==> src/dtm_pkg.sv <==
package dtm_pkg;

  // ************************************************************
  // Special function register addresses
  // ************************************************************
  localparam logic [7:0] DTM_ADDR_RUN_FLAG = 8'h88;
  localparam logic [7:0] DTM_ADDR_MODE = 8'h89;
  localparam logic [7:0] DTM_ADDR_ZERO_LOW = 8'h8A;
  localparam logic [7:0] DTM_ADDR_ONE_LOW = 8'h8B;
  localparam logic [7:0] DTM_ADDR_ZERO_HIGH = 8'h8C;
  localparam logic [7:0] DTM_ADDR_ONE_HIGH = 8'h8D;
  localparam logic [7:0] DTM_ADDR_CLK_CTRL = 8'h8E;
  // Bit addresses of the run/flag register share its upper five bits
  localparam logic [4:0] DTM_BIT_BASE = 5'h11;

  // ************************************************************
  // Reset values and field constants
  // ************************************************************
  localparam logic [7:0] DTM_RESET_BYTE = 8'h00;
  localparam logic [1:0] DTM_MODE_13 = 2'h0;
  localparam logic [1:0] DTM_MODE_16 = 2'h1;
  localparam logic [1:0] DTM_MODE_RELOAD = 2'h2;
  localparam logic [1:0] DTM_MODE_SPLIT = 2'h3;
  localparam logic [1:0] DTM_SCA_DIV12 = 2'h0;
  localparam logic [1:0] DTM_SCA_DIV4 = 2'h1;
  localparam logic [1:0] DTM_SCA_DIV48 = 2'h2;
  localparam logic [1:0] DTM_SCA_EXT8 = 2'h3;
  localparam logic [5:0] DTM_LIM_DIV12 = 6'h0B;
  localparam logic [5:0] DTM_LIM_DIV4 = 6'h03;
  localparam logic [5:0] DTM_LIM_DIV48 = 6'h2F;
  localparam logic [5:0] DTM_LIM_EXT8 = 6'h07;
  localparam logic [5:0] DTM_PS_ZERO = 6'h00;
  localparam logic [5:0] DTM_PS_ONE = 6'h01;
  localparam int DTM_LOW13_MSB = 4;

  // ************************************************************
  // Register layouts
  // ************************************************************
  typedef struct packed {
    logic one_overflow_flag;
    logic one_run_bit;
    logic zero_overflow_flag;
    logic zero_run_bit;
    logic ext_one_flag;
    logic ext_one_type;
    logic ext_zero_flag;
    logic ext_zero_type;
  } dtm_run_flag_t;

  typedef struct packed {
    logic one_gate_select;
    logic one_counter_select;
    logic [1:0] one_mode;
    logic zero_gate_select;
    logic zero_counter_select;
    logic [1:0] zero_mode;
  } dtm_mode_t;

  typedef struct packed {
    logic [2:0] unused;
    logic one_sys_clock;
    logic zero_sys_clock;
    logic spare;
    logic [1:0] tick_prescale_field;
  } dtm_clk_ctrl_t;

endpackage : dtm_pkg

==> src/dtm_timers.sv <==
module dtm_timers
  import dtm_pkg::*;
(
  input wire logic clk,
  input wire logic rst,
  input wire logic [7:0] sfr_addr,
  input wire logic [7:0] sfr_wdata,
  input wire logic sfr_we,
  input wire logic sfr_re,
  input wire logic sfr_bit_we,
  input wire logic [7:0] sfr_bit_addr,
  input wire logic sfr_bit_val,
  output logic [7:0] sfr_rdata,
  input wire logic timer_zero_count_pin,
  input wire logic timer_one_count_pin,
  input wire logic ext_input_zero,
  input wire logic ext_input_one,
  input wire logic ext_zero_polarity,
  input wire logic ext_one_polarity,
  input wire logic ext_clk,
  input wire logic ext_zero_set,
  input wire logic ext_one_set,
  input wire logic vector_ack_zero,
  input wire logic vector_ack_one,
  input wire logic irq_en_zero,
  input wire logic irq_en_one,
  output logic irq_zero,
  output logic irq_one,
  output logic timer_one_overflow
);

  // ************************************************************
  // Helper functions
  // ************************************************************
  // Prescaler terminal count for each prescale setting
  function automatic logic [5:0] ps_limit(input logic [1:0] sca);
    case (sca)
      DTM_SCA_DIV12: ps_limit = DTM_LIM_DIV12;
      DTM_SCA_DIV4: ps_limit = DTM_LIM_DIV4;
      DTM_SCA_DIV48: ps_limit = DTM_LIM_DIV48;
      DTM_SCA_EXT8: ps_limit = DTM_LIM_EXT8;
      default: ps_limit = DTM_LIM_DIV12;
    endcase
  endfunction

  // Byte write over the bus to a given register address; the bit path is not included
  function automatic logic hit(input logic [7:0] a);
    hit = sfr_we && (sfr_addr == a);
  endfunction

  // ************************************************************
  // State
  // ************************************************************
  dtm_run_flag_t timer_run_and_flag_control_reg, timer_run_and_flag_control_next;
  dtm_mode_t timer_mode_register_reg, timer_mode_register_next;
  dtm_clk_ctrl_t ckcon_reg, ckcon_next;
  logic [7:0] tl0_reg, tl0_next, th0_reg, th0_next;
  logic [7:0] tl1_reg, tl1_next, th1_reg, th1_next;
  logic [5:0] ps_reg, ps_next;
  logic ext_clk_s1_reg, ext_clk_s2_reg, ext_clk_s3_reg;
  logic pin0_d_reg, pin1_d_reg;
  logic [7:0] rdata_reg, rdata_next;
  logic irq0_reg, irq0_next, irq1_reg, irq1_next;
  logic ovf1_reg, ovf1_next;

  // ************************************************************
  // Tick sources
  // ************************************************************
  logic ext_fall, ps_step, ps_tick, pin0_fall, pin1_fall;
  logic clk0_tick, clk1_tick, cnt0_tick, cnt1_tick;
  logic zero_gate_select_ok, gate1_ok, run0, run_split_high, run1;
  logic split;

  // Edges and prescaler tick; first sync stage feeds only the second
  always_comb begin
    ext_fall = ext_clk_s3_reg && !ext_clk_s2_reg;
    pin0_fall = pin0_d_reg && !timer_zero_count_pin;
    pin1_fall = pin1_d_reg && !timer_one_count_pin;
    ps_step = (ckcon_reg.tick_prescale_field == DTM_SCA_EXT8) ? ext_fall : 1'b1;
    ps_tick = ps_step && (ps_reg >= ps_limit(ckcon_reg.tick_prescale_field));
    if (ps_step) begin
      ps_next = ps_tick ? DTM_PS_ZERO : ps_reg + DTM_PS_ONE;
    end else begin
      ps_next = ps_reg;
    end
    clk0_tick = ckcon_reg.zero_sys_clock ? 1'b1 : ps_tick;
    clk1_tick = ckcon_reg.one_sys_clock ? 1'b1 : ps_tick;
    split = (timer_mode_register_reg.zero_mode == DTM_MODE_SPLIT);
    cnt0_tick = timer_mode_register_reg.zero_counter_select ? pin0_fall : clk0_tick;
    // Timer one loses its pin while timer zero is split
    cnt1_tick = (timer_mode_register_reg.one_counter_select && !split) ? pin1_fall : clk1_tick;
    zero_gate_select_ok = !timer_mode_register_reg.zero_gate_select || (ext_input_zero == ext_zero_polarity);
    gate1_ok = !timer_mode_register_reg.one_gate_select || (ext_input_one == ext_one_polarity);
    run0 = timer_run_and_flag_control_reg.zero_run_bit && zero_gate_select_ok;
    run_split_high = split && timer_run_and_flag_control_reg.one_run_bit;
    if (timer_mode_register_reg.one_mode == DTM_MODE_SPLIT) begin
      run1 = 1'b0;
    end else if (split) begin
      run1 = 1'b1;
    end else begin
      run1 = timer_run_and_flag_control_reg.one_run_bit && gate1_ok;
    end
  end

  // ************************************************************
  // Counting
  // ************************************************************
  logic ovf0, ovf0_high, ovf1;
  logic [13:0] sum13_0, sum13_1;
  logic [16:0] sum16_0, sum16_1;
  logic [8:0] sumlo_0, sumlo_1, sumhi_0;

  // Count paths per mode; bus writes to a byte override the count
  always_comb begin
    tl0_next = tl0_reg;
    th0_next = th0_reg;
    tl1_next = tl1_reg;
    th1_next = th1_reg;
    ovf0 = 1'b0;
    ovf0_high = 1'b0;
    ovf1 = 1'b0;
    sum13_0 = {1'b0, th0_reg, tl0_reg[DTM_LOW13_MSB:0]} + 14'h0001;
    sum16_0 = {1'b0, th0_reg, tl0_reg} + 17'h00001;
    sumlo_0 = {1'b0, tl0_reg} + 9'h001;
    sumhi_0 = {1'b0, th0_reg} + 9'h001;
    sum13_1 = {1'b0, th1_reg, tl1_reg[DTM_LOW13_MSB:0]} + 14'h0001;
    sum16_1 = {1'b0, th1_reg, tl1_reg} + 17'h00001;
    sumlo_1 = {1'b0, tl1_reg} + 9'h001;
    // Timer zero
    if (run0 && cnt0_tick) begin
      case (timer_mode_register_reg.zero_mode)
        DTM_MODE_13: begin
          {th0_next, tl0_next[DTM_LOW13_MSB:0]} = sum13_0[12:0];
          ovf0 = sum13_0[13];
        end
        DTM_MODE_16: begin
          {th0_next, tl0_next} = sum16_0[15:0];
          ovf0 = sum16_0[16];
        end
        DTM_MODE_RELOAD: begin
          tl0_next = sumlo_0[8] ? th0_reg : sumlo_0[7:0];
          ovf0 = sumlo_0[8];
        end
        DTM_MODE_SPLIT: begin
          tl0_next = sumlo_0[7:0];
          ovf0 = sumlo_0[8];
        end
        default: ovf0 = 1'b0;
      endcase
    end
    // Split high byte is a timer only, never the pin
    if (run_split_high && clk0_tick) begin
      th0_next = sumhi_0[7:0];
      ovf0_high = sumhi_0[8];
    end
    // Timer one
    if (run1 && cnt1_tick) begin
      case (timer_mode_register_reg.one_mode)
        DTM_MODE_13: begin
          {th1_next, tl1_next[DTM_LOW13_MSB:0]} = sum13_1[12:0];
          ovf1 = sum13_1[13];
        end
        DTM_MODE_16: begin
          {th1_next, tl1_next} = sum16_1[15:0];
          ovf1 = sum16_1[16];
        end
        DTM_MODE_RELOAD: begin
          tl1_next = sumlo_1[8] ? th1_reg : sumlo_1[7:0];
          ovf1 = sumlo_1[8];
        end
        default: ovf1 = 1'b0;
      endcase
    end
    // Software write wins over a count in the same cycle
    if (hit(DTM_ADDR_ZERO_LOW)) tl0_next = sfr_wdata;
    if (hit(DTM_ADDR_ZERO_HIGH)) th0_next = sfr_wdata;
    if (hit(DTM_ADDR_ONE_LOW)) tl1_next = sfr_wdata;
    if (hit(DTM_ADDR_ONE_HIGH)) th1_next = sfr_wdata;
  end

  // ************************************************************
  // Registers reached over the special function bus
  // ************************************************************
  logic one_flag_set;

  // Control registers; hardware sets are applied last so they win
  always_comb begin
    timer_run_and_flag_control_next = timer_run_and_flag_control_reg;
    timer_mode_register_next = timer_mode_register_reg;
    ckcon_next = ckcon_reg;
    if (hit(DTM_ADDR_RUN_FLAG)) timer_run_and_flag_control_next = dtm_run_flag_t'(sfr_wdata);
    if (hit(DTM_ADDR_MODE)) timer_mode_register_next = dtm_mode_t'(sfr_wdata);
    if (hit(DTM_ADDR_CLK_CTRL)) ckcon_next = dtm_clk_ctrl_t'(sfr_wdata);
    ckcon_next.unused = 3'h0;
    ckcon_next.spare = 1'b0;
    // Single-bit write into the bit-addressable control register
    if (sfr_bit_we && (sfr_bit_addr[7:3] == DTM_BIT_BASE)) begin
      case (sfr_bit_addr[2:0])
        3'h7: timer_run_and_flag_control_next.one_overflow_flag = sfr_bit_val;
        3'h6: timer_run_and_flag_control_next.one_run_bit = sfr_bit_val;
        3'h5: timer_run_and_flag_control_next.zero_overflow_flag = sfr_bit_val;
        3'h4: timer_run_and_flag_control_next.zero_run_bit = sfr_bit_val;
        3'h3: timer_run_and_flag_control_next.ext_one_flag = sfr_bit_val;
        3'h2: timer_run_and_flag_control_next.ext_one_type = sfr_bit_val;
        3'h1: timer_run_and_flag_control_next.ext_zero_flag = sfr_bit_val;
        3'h0: timer_run_and_flag_control_next.ext_zero_type = sfr_bit_val;
        default: timer_run_and_flag_control_next = timer_run_and_flag_control_next;
      endcase
    end
    // Vectoring to the routine clears its flag
    if (vector_ack_zero) timer_run_and_flag_control_next.zero_overflow_flag = 1'b0;
    if (vector_ack_one) timer_run_and_flag_control_next.one_overflow_flag = 1'b0;
    // Timer one cannot flag while timer zero is split
    one_flag_set = split ? ovf0_high : ovf1;
    if (ovf0) timer_run_and_flag_control_next.zero_overflow_flag = 1'b1;
    if (one_flag_set) timer_run_and_flag_control_next.one_overflow_flag = 1'b1;
    if (ext_zero_set) timer_run_and_flag_control_next.ext_zero_flag = 1'b1;
    if (ext_one_set) timer_run_and_flag_control_next.ext_one_flag = 1'b1;
  end

  // Read data, interrupts and overflow strobe
  always_comb begin
    rdata_next = rdata_reg;
    if (sfr_re) begin
      case (sfr_addr)
        DTM_ADDR_RUN_FLAG: rdata_next = timer_run_and_flag_control_reg;
        DTM_ADDR_MODE: rdata_next = timer_mode_register_reg;
        DTM_ADDR_ZERO_LOW: rdata_next = tl0_reg;
        DTM_ADDR_ZERO_HIGH: rdata_next = th0_reg;
        DTM_ADDR_ONE_LOW: rdata_next = tl1_reg;
        DTM_ADDR_ONE_HIGH: rdata_next = th1_reg;
        DTM_ADDR_CLK_CTRL: rdata_next = ckcon_reg;
        default: rdata_next = DTM_RESET_BYTE;
      endcase
    end
    irq0_next = irq_en_zero && timer_run_and_flag_control_next.zero_overflow_flag;
    irq1_next = irq_en_one && timer_run_and_flag_control_next.one_overflow_flag;
    // Baud and converter trigger see timer one even when split
    ovf1_next = ovf1;
  end

  // ************************************************************
  // Flip-flops
  // ************************************************************
  always_ff @(posedge clk or posedge rst) begin
    if (rst) begin
      timer_run_and_flag_control_reg <= dtm_run_flag_t'(DTM_RESET_BYTE);
      timer_mode_register_reg <= dtm_mode_t'(DTM_RESET_BYTE);
      ckcon_reg <= dtm_clk_ctrl_t'(DTM_RESET_BYTE);
      tl0_reg <= DTM_RESET_BYTE;
      th0_reg <= DTM_RESET_BYTE;
      tl1_reg <= DTM_RESET_BYTE;
      th1_reg <= DTM_RESET_BYTE;
      ps_reg <= DTM_PS_ZERO;
      ext_clk_s1_reg <= 1'b0;
      ext_clk_s2_reg <= 1'b0;
      ext_clk_s3_reg <= 1'b0;
      pin0_d_reg <= 1'b0;
      pin1_d_reg <= 1'b0;
      rdata_reg <= DTM_RESET_BYTE;
      irq0_reg <= 1'b0;
      irq1_reg <= 1'b0;
      ovf1_reg <= 1'b0;
    end else begin
      timer_run_and_flag_control_reg <= timer_run_and_flag_control_next;
      timer_mode_register_reg <= timer_mode_register_next;
      ckcon_reg <= ckcon_next;
      tl0_reg <= tl0_next;
      th0_reg <= th0_next;
      tl1_reg <= tl1_next;
      th1_reg <= th1_next;
      ps_reg <= ps_next;
      ext_clk_s1_reg <= ext_clk;
      ext_clk_s2_reg <= ext_clk_s1_reg;
      ext_clk_s3_reg <= ext_clk_s2_reg;
      pin0_d_reg <= timer_zero_count_pin;
      pin1_d_reg <= timer_one_count_pin;
      rdata_reg <= rdata_next;
      irq0_reg <= irq0_next;
      irq1_reg <= irq1_next;
      ovf1_reg <= ovf1_next;
    end
  end

  // Outputs straight from flops
  assign sfr_rdata = rdata_reg;
  assign irq_zero = irq0_reg;
  assign irq_one = irq1_reg;
  assign timer_one_overflow = ovf1_reg;

endmodule // dtm_timers

==> config.mk <==
export PLATFORM = sky130hd
export DESIGN_NAME = dtm_timers
export DESIGN_NICKNAME = d
export VERILOG_FILES = /design/src/dtm_pkg.sv /design/src/dtm_timers.sv
export SDC_FILE = /design/constraint.sdc
export NUM_CORES = 1
export LEC_CHECK = 0
export ABC_CLOCK_PERIOD_IN_PS = 3050
export BUFFER_PORTS_ARGS = -buffer_cell sky130_fd_sc_hd__buf_2
export CAP_MARGIN = 20
export CORE_ASPECT_RATIO = 0.5
export CORE_MARGIN = 3
export CORE_UTILIZATION = 50
export DETAILED_ROUTE_END_ITERATION = 6
export HOLD_SLACK_MARGIN = 0.1
export PLACE_DENSITY = 0.7
export SYNTH_ARGS = -nofsm -noshare
export SYNTH_HDL_FRONTEND = slang
export SYNTH_SLANG_ARGS = --single-unit
==> constraint.sdc <==
create_clock -name clk -period 3.05 [get_ports clk]
set_input_delay 0.7625 -clock clk [delete_from_list [all_inputs] [get_ports clk]]
set_output_delay 0.7625 -clock clk [all_outputs]
set_load 0.05 [all_outputs]
==> run summary <==
synthesized flop and latch total -> 74
violated checks -> DRC
Tot Pwr -> 2.805 mW
Die H -> 73.67 um
Max Slew Vio Count -> 0
WS Path Type -> flip-flop to flip-flop
crit share post-route -> 0.9102
vias per cell -> 6.049
Detail Route Antenna Nets -> 0
Critical Path Source Type -> flip-flop
clock root buffer -> clkbuf_16
post-synth top area cell -> dfrtp_1
routed wire length -> 13120 um
Setup crit end kind -> flip-flop
layout filler cell count -> 747
die area -> 10410 um^2
Ys Warns -> 0
Net Count, Synth -> 576
crit path time final -> 2.776 ns
Seq. cell area -> 1852 um^2
share of layout cells above drive strength 1 -> 0.1707
Yosys top cell area share -> 0.4044
fin area -> 5314 um^2
Initial Util -> 0.5431
syn_area_per_cell -> 8.773 um^2
core area -> 8432 um^2
MaxCap Viol Count -> 0
Post-synth EDFFs -> 0
Max Clk Rate -> 360.2 MHz
Avg WL per Cell -> 18.93 um
Post-CTS Setup Inserts -> 0
fin worst setup slack -> 0.2739 ns
worst endpoint required time -> 3.27 ns
WP data arrival -> 3.00 ns
initial antenna violation count -> 0
routability cong. -> 0.9172
unique cell type count in the Yosys netlist -> 58
NumNets Final -> 629
residual DRC count -> 5
Least-Margin Pin Slew -> 0.6802 ns
Synth-to-Final Area Change -> 16.04%
CTS Buf Count -> 9
setup TNS -> 0 ns
worst-skew pair later-pin latency -> 0.34 ns
hold_ws -> 0.3625 ns
Post-Syn Instances -> 522
Synth area leaders -> dfrtp_1 (40%), nand2_1 (6.4%), o21ai_0 (5.1%)
CTS tree -> done
Max IR drop VDD -> 0.3318 mV
Worst Path Max Fanout -> 6
vias in the first global route -> 3793
pin count of the biggest net entering global routing -> 52
Slew HR -> 0.5417
cts repair resizes -> 0
Worst Clk Skew -> 0.005023 ns
site row count -> 23
Setup Viol. Count Final -> 0
synthesized area -> 4579 um^2
Post-Place Setup Slack -> 0.2718 ns
final hold violations -> 0
H-tree lvl count -> 3
fraction of the yosys area taken by sequential cells -> 0.4044
IO Count -> 54
global-route wire length before repair -> 20710 um
commonest register cell after synthesis -> dfrtp_1
status -> complete, but fails checks
DRT Pass-1 Iters -> 7
Hold-fix buffers, CTS -> 0
pwr dens -> 527.8 nW/um^2
Clock Sink Count -> 74
Final HPWL DP -> 9606 um
clk buf depth -> 2
RSZ-0062 raised after global routing -> false
total track usage -> 0.2625
grt total ovfl -> 0
Die X -> 141.3 um
fraction of registers with async set/reset -> 1.000
dpl cell area -> 4991 um^2
drt initial violations -> 459
vias -> 4192
port bufs -> 53
Reg clk slew, reported paths -> 0.06 ns
Worst Hold Class -> flip-flop to flip-flop
leakage power -> 2.298 nW
area of the multi-input gates -> 2530 um^2
## worst max-delay path: stages, from the launching register on
cell and delay, ns:
dfrtp_1 0.43, nand2b_1 0.17, ha_1 0.28, nand2_1 0.07
o311a_1 0.40, o21ai_0 0.24, buf_4 0.18, nor3b_1 0.33
nand4_1 0.16, xnor2_1 0.15, mux2_2 0.25
## cell families (layout without fill, tap and decap cells)
group	after synthesis	count (layout)	share of synthesized area
DFF	74	74	0.4044
xor gates and xnor gates	27	27	0.05164
muxes	27	27	0.06148
adders and majority gates	11	11	0.03005
other	0	1	0
and+or+nand+nor	197	197	0.2150
AOI/OAI and AO/OA	138	138	0.1943
buffers and inverters	48	106	0.04317
## cell type report
class / count / share of cell area
clock inverters: 5 / 0.01460
diodes: 1 / 0.0004709
clock buffers: 11 / 0.04568
multi-input cells: 400 / 0.4761
well taps: 112 / 0.02637
repair buffers: 67 / 0.07205
inverters: 23 / 0.01625
flip-flops and latches: 74 / 0.3485
## metal layers
| layer | track usage | part of all wire |
|---|---|---|
| met5 | 0 | 0 |
| met4 | 0.05371 | 0.0094 |
| met3 | 0.06892 | 0.080 |
| met2 | 0.4064 | 0.45 |
| met1 | 0.3752 | 0.46 |
## placed cells by master (no fill, tap or decap), drive strengths merged, types with 6 or more instances in the layout
| cell | instances |
|---|---|
| nand2 | 79 |
| dfrtp | 74 |
| buf | 67 |
| o21ai | 47 |
| nor2 | 32 |
| a21oi | 24 |
| inv | 23 |
| nand3 | 18 |
| mux2i | 18 |
| xnor2 | 16 |
| nor3 | 13 |
| xor2 | 11 |
| ha | 11 |
| clkbuf | 11 |
| and3 | 10 |
| nand4 | 9 |
| mux2 | 9 |
| o22ai | 9 |
| and2 | 9 |
| nand2b | 8 |
| a222oi | 8 |
| and4 | 6 |
| o211ai | 6 |
| a31oi | 6 |
## synth_stat cells, types with 6 or more instances
cell and instances:
o22ai_1 9, nand3_1 18, a31oi_1 6, a21oi_1 24, clkbuf_1 15, mux2_2 9
dfrtp_1 74, xor2_1 11, nor2_1 32, and3_1 10, mux2i_1 18, nand2_1 78
inv_1 23, nand2b_1 8, and2_1 8, a222oi_1 8, buf_2 7, o211ai_1 6
ha_1 11, nor3_1 12, nand4_1 9, and4_1 6, o21ai_0 47, xnor2_1 16
## worst paths after layout
kind / start / to / slack, ns / depth (start not counted)
setup / recovery: ckcon_reg[0] / th1_reg[6] / 0.27 / 10
hold / removal: ext_clk_s1_reg / ext_clk_s2_reg / 0.36 / 0
setup reg to reg: ckcon_reg[0] / th1_reg[6] / 0.27 / 10
hold reg to reg: ext_clk_s1_reg / ext_clk_s2_reg / 0.36 / 0
max in group asynchronous: rst / timer_mode_register_reg[7] / 1.92 / 3
min in group asynchronous: rst / ps_reg[0] / 0.46 / 2
## per-stage QoR
stage                     cells    util
after floorplan             522       -
after global placement      676  0.5919
after detailed placement    676  0.5919
after CTS                   692  0.6299
after global routing        692  0.6299
final                       693  0.6302
## report_power, final
part / internal [mW] / switching [mW] / total (mW)
sequential: 1.08 / 0.160 / 1.24
combinational: 0.183 / 0.234 / 0.417
clock: 0.736 / 0.410 / 1.15
total: 2.00 / 0.804 / 2.80
Note: power is estimated with default switching activity, not from simulation.
